[config.mk]
export PLATFORM = sky130hd
export DESIGN_NAME = interrupt_ack_delay_logic
export DESIGN_NICKNAME = d
export VERILOG_FILES = /design/src/hdl/irq_ack_pkg.sv /design/src/hdl/interrupt_ack_delay_logic.sv
export SDC_FILE = /design/constraint.sdc
export NUM_CORES = 1
export LEC_CHECK = 0
export BUFFER_PORTS_ARGS = -buffer_cell sky130_fd_sc_hd__buf_2
export CAP_MARGIN = 40
export CORE_MARGIN = 3
export CORE_UTILIZATION = 35
export CTS_BUF_LIST = sky130_fd_sc_hd__clkbuf_4
export DETAILED_ROUTE_END_ITERATION = 10
export GPL_ROUTABILITY_DRIVEN = 0
export PLACE_DENSITY_LB_ADDON = 0.1
export SLEW_MARGIN = 25
export SYNTH_ARGS = -nofsm -noshare
export SYNTH_HDL_FRONTEND = slang
export SYNTH_SLANG_ARGS = --single-unit
[constraint.sdc]
create_clock -name sys_clk_i -period 6.7 [get_ports sys_clk_i]
set_clock_uncertainty 0.2 [all_clocks]
set_input_delay 0 -clock sys_clk_i [delete_from_list [all_inputs] [get_ports sys_clk_i]]
set_output_delay 0 -clock sys_clk_i [all_outputs]
set_load 0.02 [all_outputs]
[src/hdl/irq_ack_pkg.sv]
// constants and types for the interrupt acknowledgment delay logic
package irq_ack_pkg;
   // interrupt sources, address width, stack depth
   localparam int unsigned SRC_N      = 13;
   localparam int unsigned SRC_W      = 4;
   localparam int unsigned ADDR_W     = 16;
   localparam int unsigned SP_W       = 4;
   localparam int unsigned RAS_DEPTH  = 16;
   localparam int unsigned EIR_W      = 16;
   // enable shift register layout
   localparam int unsigned EIR_GDIS_BIT = 15;
   localparam logic [EIR_W-1:0] EIR_RESET = 16'hFFFF;
   localparam logic [0:0]       EIR_FILL  = 1'h1;
   // reset values and stack pointer step
   localparam logic [SP_W-1:0]   SP_RESET = 4'h0;
   localparam logic [SP_W-1:0]   SP_STEP  = 4'h1;
   localparam logic [ADDR_W-1:0] PC_RESET = 16'h0000;
   // vector table placement, spacing in words
   localparam logic [ADDR_W-1:0] VEC_BASE  = 16'h0100;
   localparam int unsigned       VEC_SHIFT = 2;
   // delay lengths in instruction cycles
   localparam logic [1:0] DLY_NONE = 2'h0;
   localparam logic [1:0] DLY_ONE  = 2'h1;
   localparam logic [1:0] DLY_TWO  = 2'h2;

   // class of the instruction in decode
   typedef enum logic [3:0] {
      CLS_OTHER   = 4'h0,
      CLS_JMP_U   = 4'h1,
      CLS_CALL_U  = 4'h2,
      CLS_RET_U   = 4'h3,
      CLS_RETURN_FROM_INTERRUPT_U  = 4'h4,
      CLS_FLUSH   = 4'h5,
      CLS_JMP_C   = 4'h6,
      CLS_CALL_C  = 4'h7,
      CLS_RET_C   = 4'h8,
      CLS_RETURN_FROM_INTERRUPT_C  = 4'h9,
      CLS_JMP_IND = 4'hA,
      CLS_CAL_IND = 4'hB,
      CLS_ITERATE = 4'hC,
      CLS_LOOP    = 4'hD
   } instr_class_t;
endpackage

[src/hdl/interrupt_ack_delay_logic.sv]
// interrupt acknowledgment gating, delay counting and context update
// Summary of operation
// sp, return address stack and pc are updated by hardware on acknowledgment
// acknowledgment waits while stack or pc touching instructions are in progress
// branch to the service routine itself costs a single delay cycle
// no acknowledgment during a repeat; request stays pending
// no acknowledgment while peripheral io wait stretches an access
// no acknowledgment during external memory wait cycles
// unconditional immediate jump decode delays acknowledgment one cycle
// unconditional immediate call decode delays acknowledgment one cycle
// unconditional return decode delays acknowledgment one cycle
// unconditional interrupt return decode delays acknowledgment one cycle
// flush instruction decode delays acknowledgment one cycle
// fetch of loop end instruction delays acknowledgment one cycle
// conditional immediate jump decode delays acknowledgment two cycles
// conditional immediate call decode delays acknowledgment two cycles
// conditional return decode delays acknowledgment two cycles
// conditional interrupt return decode delays acknowledgment two cycles
// register indirect jump decode delays acknowledgment two cycles
// register indirect call decode delays acknowledgment two cycles
// single instruction iterate setup decode delays acknowledgment two cycles
// loop setup decode delays acknowledgment two cycles
// service routine first fetch is held while the delay is active
// on acknowledgment shift enables right, disable, push address, load vector
// on return restore pc, pop sp, shift enables left
// overlapping delays keep the longest; acknowledge on first clear cycle
`timescale 1ns/10ps
module interrupt_ack_delay_logic
   import irq_ack_pkg::*;
(
   // clock, reset, enable
   input  wire logic                sys_clk_i,
   input  wire logic                resetn_i,
   input  wire logic                clk_en_i,
   // interrupt sources
   input  wire logic [SRC_N-1:0]    irq_req_i,
   // pipeline status
   input  wire logic                instr_step_i,
   input  wire logic [3:0]          dec_class_i,
   input  wire logic                loop_end_fetch_i,
   input  wire logic                io_wait_i,
   input  wire logic                mem_wait_i,
   input  wire logic                iterate_busy_i,
   input  wire logic [ADDR_W-1:0]   pending_pc_i,
   input  wire logic                return_from_interrupt_exec_i,
   // enable register transfer
   input  wire logic                eir_wr_i,
   input  wire logic [EIR_W-1:0]    eir_wdata_i,
   // acknowledgment and context
   output logic                     ack_o,
   output logic [SRC_W-1:0]         ack_src_o,
   output logic                     ack_hold_o,
   output logic                     pc_load_o,
   output logic [ADDR_W-1:0]        pc_target_o,
   output logic [SP_W-1:0]          sp_o,
   output logic [EIR_W-1:0]         eir_o,
   output logic [SRC_N-1:0]         pending_o
);

   // delay length of the decoded class
   function automatic logic [1:0] class_delay(input logic [3:0] cls);
      logic [1:0] d;
      d = DLY_NONE;
      case (cls)
         CLS_JMP_U, CLS_CALL_U, CLS_RET_U,
         CLS_RETURN_FROM_INTERRUPT_U, CLS_FLUSH:            d = DLY_ONE;
         CLS_JMP_C, CLS_CALL_C, CLS_RET_C,
         CLS_RETURN_FROM_INTERRUPT_C:                       d = DLY_TWO;
         CLS_JMP_IND, CLS_CAL_IND:         d = DLY_TWO;
         CLS_ITERATE, CLS_LOOP:            d = DLY_TWO;
         default:                          d = DLY_NONE;
      endcase
      return d;
   endfunction

   // lowest numbered enabled pending source
   function automatic logic [SRC_W-1:0] pick_src(input logic [SRC_N-1:0] req);
      logic [SRC_W-1:0] s;
      s = '0;
      for (int i = SRC_N - 1; i >= 0; i--) begin
         if (req[i]) begin
            s = SRC_W'(i);
         end
      end
      return s;
   endfunction

   logic [1:0]          delay_q;
   logic [1:0]          delay_d;
   logic [1:0]          new_dly;
   logic [1:0]          left_dly;
   logic                blocked;
   logic [SRC_N-1:0]    enabled;
   logic [SRC_N-1:0]    pend_q;
   logic                take;
   logic [SRC_W-1:0]    take_src;
   logic                flush;
   logic [SP_W-1:0]     sp_q;
   logic [SP_W-1:0]     sp_up;
   logic [EIR_W-1:0]    eir_q;
   logic [ADDR_W-1:0]   ras_q [RAS_DEPTH];
   logic                ack_q;
   logic [SRC_W-1:0]    ack_src_q;
   logic                hold_q;
   logic                pc_load_q;
   logic [ADDR_W-1:0]   pc_q;

   // per source enable: a set bit disables the source
   genvar g;
   generate
      for (g = 0; g < SRC_N; g++) begin : g_en
         assign enabled[g] = pend_q[g] & ~eir_q[SRC_N-1-g];
      end
   endgenerate

   // delay bookkeeping for this instruction step
   always_comb begin
      new_dly = class_delay(dec_class_i);
      if (loop_end_fetch_i && (new_dly == DLY_NONE)) begin
         new_dly = DLY_ONE;
      end
      left_dly = (delay_q != DLY_NONE) ? delay_q - DLY_ONE : DLY_NONE;
      // longest remaining delay wins
      delay_d  = (new_dly - DLY_ONE > left_dly && new_dly != DLY_NONE) ?
                 new_dly - DLY_ONE : left_dly;
      // hold conditions and delays in force this cycle
      blocked  = io_wait_i | mem_wait_i | iterate_busy_i
               | (delay_q != DLY_NONE) | (new_dly != DLY_NONE)
               | return_from_interrupt_exec_i | ack_q;
      flush    = instr_step_i && (dec_class_i == CLS_FLUSH);
      take_src = pick_src(enabled);
      take     = instr_step_i && !blocked && !eir_q[EIR_GDIS_BIT] && (|enabled);
      sp_up    = sp_q + SP_STEP;
   end

   // remaining delay cycles, counted in instruction steps
   always_ff @(posedge sys_clk_i or negedge resetn_i) begin
      if (!resetn_i) begin
         delay_q <= DLY_NONE;
      end else if (clk_en_i && instr_step_i) begin
         delay_q <= delay_d;
      end
   end

   // recorded requests: a new request wins over ack or flush clearing
   always_ff @(posedge sys_clk_i or negedge resetn_i) begin
      if (!resetn_i) begin
         pend_q <= '0;
      end else if (clk_en_i) begin
         for (int i = 0; i < SRC_N; i++) begin
            if (irq_req_i[i]) begin
               pend_q[i] <= 1'b1;
            end else if (flush || (take && take_src == SRC_W'(i))) begin
               pend_q[i] <= 1'b0;
            end
         end
      end
   end

   // enable shift register: right on ack, left on return
   always_ff @(posedge sys_clk_i or negedge resetn_i) begin
      if (!resetn_i) begin
         eir_q <= EIR_RESET;
      end else if (clk_en_i) begin
         if (take) begin
            eir_q <= {1'b1, eir_q[EIR_W-1:1]};
         end else if (return_from_interrupt_exec_i) begin
            eir_q <= {eir_q[EIR_W-2:0], EIR_FILL};
         end else if (eir_wr_i) begin
            eir_q <= eir_wdata_i;
         end
      end
   end

   // stack pointer
   always_ff @(posedge sys_clk_i or negedge resetn_i) begin
      if (!resetn_i) begin
         sp_q <= SP_RESET;
      end else if (clk_en_i) begin
         if (take) begin
            sp_q <= sp_up;
         end else if (return_from_interrupt_exec_i) begin
            sp_q <= sp_q - SP_STEP;
         end
      end
   end

   // return address stack storage
   always_ff @(posedge sys_clk_i) begin
      if (clk_en_i && take) begin
         ras_q[sp_up] <= pending_pc_i;
      end
   end

   // pc redirect to vector or saved return address
   always_ff @(posedge sys_clk_i or negedge resetn_i) begin
      if (!resetn_i) begin
         pc_load_q <= 1'b0;
         pc_q      <= PC_RESET;
      end else if (clk_en_i) begin
         pc_load_q <= take | return_from_interrupt_exec_i;
         if (take) begin
            pc_q <= VEC_BASE + (ADDR_W'(take_src) << VEC_SHIFT);
         end else if (return_from_interrupt_exec_i) begin
            pc_q <= ras_q[sp_q];
         end
      end
   end

   // acknowledgment pulse and delay signal
   always_ff @(posedge sys_clk_i or negedge resetn_i) begin
      if (!resetn_i) begin
         ack_q     <= 1'b0;
         ack_src_q <= '0;
         hold_q    <= 1'b0;
      end else if (clk_en_i) begin
         ack_q  <= take;
         hold_q <= (delay_d != DLY_NONE) | (instr_step_i & new_dly != DLY_NONE);
         if (take) begin
            ack_src_q <= take_src;
         end
      end
   end

   assign ack_o       = ack_q;
   assign ack_src_o   = ack_src_q;
   assign ack_hold_o  = hold_q;
   assign pc_load_o   = pc_load_q;
   assign pc_target_o = pc_q;
   assign sp_o        = sp_q;
   assign eir_o       = eir_q;
   assign pending_o   = pend_q;
endmodule

After elaboration in Yosys (flattened, before gate mapping). Memories as Yosys holds them, arrays and structs flattened. Cells that the tools add are included.

Bits in registers: 58. Memory bits (writable): 256. ROM bits: 32. Output and inout bits: 56. Logic and storage cells: 201. Memories: 2.

Add/sub/neg operators: 5. Magnitude comparators: 1. Eq/ne operators: 13. Mux-type cells: 51. Bitwise operators: 35. Reduce and logical (&&, ||, !) cells: 73.

Memories: ras_q (words 16, bits a word 16, rd ports 1, clocked after Yosys merged registers in 0, wr ports 1, RTL line interrupt_ack_delay_logic.sv:101) `logic [ADDR_W-1:0] ras_q [RAS_DEPTH];`; (name not given) (words 16, bits a word 2, rd ports 1, clocked after Yosys merged registers in 0, wr ports 0, RTL line interrupt_ack_delay_logic.sv:64) `case (cls)`.

Operators with widths (count): $mux 16 (5); $mux 4 (15); $reduce_bool 2->1 (17); $reduce_and 2->1 (16); $mux 1 (28); $logic_and 1x1->1 (21); $eq 4x3->1 const B (5); $eq 4x4->1 const B (5); $and 1x1->1 (14); $logic_or 1x1->1 (13); $not 1->1 (13); $reduce_or 13->1 (1); $add 9x6->10 const A (1); $eq 4x2->1 const B (2); $or 1x1->1 (8); $mux 2 (3); $add 4x1->4 const B (1); $eq 4x1->1 const B (1); $logic_not 4->1 (1); $sub 2x1->2 const B (2); $sub 4x1->4 const B (1); $reduce_bool 3->1 (1); $gt 2x2->1 (1); $logic_not 1->1 (2); $logic_not 2->1 (1).

Depth between registers and ports, before layout.
Depth after elaboration: 20. Gate-level depth with buffers: 11.

Worst setup path before layout. Ideal clock, no wire load.

Path kind: reg2reg. Start: register sp_q[0], in the netlist sp_o[0]. End: memory ras_q[4][0], enable pin. Setup time: 388 ps. Arrival: 2781 ps. Setup slack: 3331 ps. Stages on the path, launching flop included: 10. Buffers on the path: 4. Cells stage by stage: dfrtp_1 > buf_2 > buf_2 > buf_2 > buf_2 > nand3_1 > xnor2_1 > and2_1 > nand2_1 > nor2_1.

Cells in the longest elaborated chain, start to end: 1.

RTL lines: start, declared (RTL line interrupt_ack_delay_logic.sv:98) `logic [SP_W-1:0] sp_q;`; start signal, assigned (RTL line interrupt_ack_delay_logic.sv:181) `sp_q <= sp_up;`; start signal, assigned (RTL line interrupt_ack_delay_logic.sv:183) `sp_q <= sp_q - SP_STEP;`; $add 4x1->4 (RTL line interrupt_ack_delay_logic.sv:133) `sp_up = sp_q + SP_STEP;`; end, declared (RTL line interrupt_ack_delay_logic.sv:101).

Every way passes these cells.

Worst setup path in the final report.
Start: input port dec_class_i[3]. End: register eir_q[0], in the netlist eir_o[0].

Cells in the longest elaborated chain, start to end: 14. Elaborated cells between the ends (all ways): 15.

RTL lines: start, declared (RTL line interrupt_ack_delay_logic.sv:39) `input wire logic [3:0] dec_class_i,`; $mem_v2 16x2 *; $logic_not 2->1 (RTL line interrupt_ack_delay_logic.sv:119) `if (loop_end_fetch_i && (new_dly == DLY_NONE)) begin`; $logic_and 1x1->1 (RTL line interrupt_ack_delay_logic.sv:119); $mux 2 * (RTL line interrupt_ack_delay_logic.sv:119); $reduce_bool 2->1 * (RTL line interrupt_ack_delay_logic.sv:128) `| (delay_q != DLY_NONE) | (new_dly != DLY_NONE)`; $or 1x1->1 * (RTL line interrupt_ack_delay_logic.sv:128); $or 1x1->1 * (2 in a row) (RTL line interrupt_ack_delay_logic.sv:129) `| return_from_interrupt_exec_i | ack_q;`; $logic_not 1->1 * (RTL line interrupt_ack_delay_logic.sv:132) `take = instr_step_i && !blocked && !eir_q[EIR_GDIS_BIT] && (|enabled);`; $logic_and 1x1->1 * (3 in a row) (RTL line interrupt_ack_delay_logic.sv:132); $reduce_bool 3->1 (no line); $reduce_and 2->1 (no line); end signal, assigned (RTL line interrupt_ack_delay_logic.sv:166) `eir_q <= {1'b1, eir_q[EIR_W-1:1]};`; end signal, assigned (RTL line interrupt_ack_delay_logic.sv:168) `eir_q <= {eir_q[EIR_W-2:0], EIR_FILL};`; end signal, assigned (RTL line interrupt_ack_delay_logic.sv:170) `eir_q <= eir_wdata_i;`; end, declared (RTL line interrupt_ack_delay_logic.sv:100) `logic [EIR_W-1:0] eir_q;`.

Every way passes the cells marked *; elsewhere a longest branch is shown, timed or not. A chain may end at the register's enable or synchronous reset.

==> impl_metrics.json <==
{
  "status": "finished, final reports clean",
  "dp_hpwl_um": 23000,
  "yosysTopAreaCell": "edfxtp_1",
  "dr.first_iter.drc_count": 410,
  "crit_path_cell_trace": "dlygate4sd3_1, buf_2, nand2_1, dlygate4sd3_1, o221ai_1, dlygate4sd3_1, ha_1, and4b_1, o41a_2, buf_4, or3_1, dlygate4sd3_1, o21ai_0, dlygate4sd3_1, o21ai_1, dlygate4sd3_1",
  "cellPowerDensity_nw_per_um2": 334,
  "coreArea_sq_um": 36900,
  "grt_pass1_wl_um": 57500,
  "drv_slew": 0,
  "routed_wl_um": 38900,
  "seq_area_sq_um": 9160,
  "cts_setup_buffers": 0,
  "synthTopCellsByArea": "edfxtp_1 58%, dfrtp_1 8.0%, mux4_2 6.3%",
  "yosysWarnings": 0,
  "setup_viol": 0,
  "p_int_mw": 3.87,
  "syn_inst": 827,
  "cts_root_buffer": "clkbuf_4",
  "drc": 0,
  "use_met2_pct": 31.8,
  "clockBufferDepth": 3,
  "cts_sinks": 314,
  "rsz0062_at_grt": "no",
  "synth_ff_type": "edfxtp_1",
  "gr-usage-all-layers_pct": 19.6,
  "switching_share_pct": 33.0,
  "vias": 8823,
  "final_cell_area_sq_um": 17300,
  "antenna_found_initial": 3,
  "path_max_fanout": 45,
  "avgRoutedWirePerCell_um": 22.3,
  "busiest_layer": "met2",
  "syn_nets": 895,
  "grt_pass1_vias": 9130,
  "ant_nets": 0,
  "clkLatencyLatePin_ns": 0.75,
  "slew_headroom_pct": 44.5,
  "die_y_um": 200,
  "num_rows": 70,
  "crit_required_ns": 7.14,
  "cp_common_cell": "dlygate4sd3_1",
  "finalSetupTns_ns": 0,
  "critPathSlowestCell": "dlygate4sd3_1",
  "synth_edf_count": 256,
  "ys_seq_elements": 314,
  "p_leak_nw": 6.30,
  "dieWidth_um": 200,
  "reg2reg_depth": 10,
  "avgViaCountPerCell": 5.05,
  "start_util_pct": 35.7,
  "multiInputGateArea_sq_um": 3830,
  "power.switching_mw": 1.90,
  "grt_max_degree": 46,
  "ios": 115,
  "drive_above_1_share_pct": 29.0,
  "max_cap_violations": 0,
  "endpoint_kind": "register",
  "final_hold_viol_count": 0,
  "cts_resized": 0,
  "finalNetCount": 1241,
  "worstSetupPathType": "input pin to register",
  "grt_use_met1_pct": 26.9,
  "clkPwrFrac_pct": 30.1,
  "cp.depth": 16,
  "dp.cells": 1422,
  "htreeDepth": 3,
  "drt_first_pass_iters": 5,
  "p_seq_share_pct": 40.6,
  "pwr-share-comb_pct": 29.4,
  "numCtsBuffers": 86,
  "worstPathArrival_ns": 5.36,
  "cp_num_buf_inv": 8,
  "syn_avg_cell_area_sq_um": 15.9,
  "synth_cell_type_count": 62,
  "async_reset_ff_share_pct": 18.5,
  "max_freq_mhz": 203,
  "finalNonFillerCells": 1746,
  "fin_crit_sh_pct": 73.5,
  "die_area_sq_um": 40000,
  "fillCellCount": 3297,
  "post_dp_cell_area_sq_um": 14500,
  "min_period_ns": 4.93,
  "ir_drop_v": 0.000147,
  "crit_family": "buffers and inverters",
  "max_stage_delay_ns": 0.61,
  "met3_usage_pct": 4.38,
  "tightest_slew_ns": 0.832,
  "areaGrowthSynthToFinish_pct": 30.9,
  "syn_area_sq_um": 13200,
  "min_path_type": "input pin to async pin",
  "fin_util_pct": 46.8,
  "port_buffers": 114,
  "grt_overflow_total": 0,
  "clkTransAtPathRegs_ns": 0.06,
  "ys_seq_area_share_pct": 69.5,
  "cts_tree": "built",
  "cp-start-kind": "input pin",
  "synth_top_area_share_pct": 58.3
}
-- final timing paths --
kind,from,slack [ns],end
max in group asynchronous,resetn_i,5.49,eir_o[3]$_DFFE_PN1P_
min in group sys_clk_i,iterate_busy_i,0.16,pc_target_o[5]$_DFFE_PN0P_
hold reg to reg,ack_src_o[0]$_DFFE_PN0P_,0.31,ack_src_o[0]$_DFFE_PN0P_
setup / recovery,dec_class_i[3],1.77,eir_o[0]$_DFFE_PN1P_
hold / removal,resetn_i,0.16,pc_target_o[7]$_DFFE_PN0P_
setup reg to reg,eir_o[9]$_DFFE_PN1P_,2.00,eir_o[0]$_DFFE_PN1P_
-- Yosys cell counts (11+ instances only) --
master and instances:
mux4_2 37, o21ai_0 14, o221ai_1 25, nor2_1 42
dfstp_2 16, nand2_1 60, mux2i_1 80, buf_2 16
dfrtp_1 42, o22ai_1 12, o41ai_1 11, o21ai_1 15
nand3_1 11, edfxtp_1 256, clkbuf_1 22, nand2b_1 13
a21oi_1 33
-- metrics by stage --
step | hold WS (ns) | worst slack (ns) | power (mW)
6_report | 0.158 | 1.77 | 5.77
3_3_place_gp | 0.0469 | 3.14 | 3.96
4_1_cts | 0.0903 | 1.90 | 5.85
5_1_grt | 0.141 | 1.56 | 6.09
3_5_place_dp | -0.162 | 3.07 | 3.98
2_1_floorplan | -0.496 | 3.33 | 3.41
-- tightest hold or removal path, delay by kind of cell --
family                 cells  cell delay [ns]
buffers and inverters      4             1.50
-- kinds of logic (layout without fill, tap and decap cells) --
logic type / Yosys count / after routing / share of synthesized area, %
multiplexers: 125 / 125 / 13.1
AND/OR/NAND/NOR: 157 / 157 / 5.54
AO/OA/AOI/OAI: 157 / 157 / 8.52
other: 0 / 2 / 0
flip-flops: 314 / 314 / 69.5
XOR/XNOR: 8 / 8 / 0.532
buffers and inverters: 57 / 470 / 1.97
adder cells (fa/ha/maj): 9 / 9 / 0.855
-- area by class of cell --
type	count	share of cell area (%)
flip-flops and latches	314	53.1
multi-input cells	456	22.2
repair buffers	304	14.3
clock buffers	124	5.40
well taps	504	3.65
clock inverters	31	1.10
inverters	11	0.239
diodes	2	0.0290
-- metal layers --
layer	vias up	wire length (um)
li1	4056	-
met1	4465	17500
met2	253	18600
met3	49	2110
met4	0	710
met5	-	0
-- power by group through the flow --
stage          clock, mW  combinational (mW)  sequential [mW]
6_report            1.74                1.69             2.34
3_5_place_dp           0                1.60             2.39
2_1_floorplan          0                1.01             2.40
5_1_grt             1.90                1.84             2.36
3_3_place_gp           0                1.58             2.39
4_1_cts             1.79                1.71             2.35
-- flip-flops by register name, indices dropped and copies added, names as in the netlist --
signal       cells
pending_o       13
delay_q          2
sp_o             4
pc_load_o        1
ras_q          256
ack_hold_o       1
ack_o            1
ack_src_o        4
pc_target_o     16
eir_o           16
-- cell usage in the layout (no fill, tap or decap), types with 6 or more instances in the layout --
master	count
clkinv_1	23
nand2_1	60
o21ai_0	14
mux2i_1	80
o22ai_1	12
o41ai_1	11
buf_4	19
ha_1	9
mux4_2	37
o211ai_1	7
mux2_2	8
edfxtp_1	256
a21oi_1	33
xnor2_1	6
o21ai_1	15
clkbuf_4	124
nor2b_1	9
dlygate4sd3_1	165
nor2_2	10
dfrtp_1	40
dfstp_2	16
nand3_1	11
a31oi_1	7
o221ai_1	25
nor2_1	26
nand2b_1	13
buf_2	114
nor2_4	6
inv_1	10
-- timing repair --
action / CTS / global route
hold buffers: 165 / 0
setup endpoints to repair: 0 / 0
endpoints found under the hold margin: 374 / 0
No activity file was read; power rests on OpenSTA's default activity.
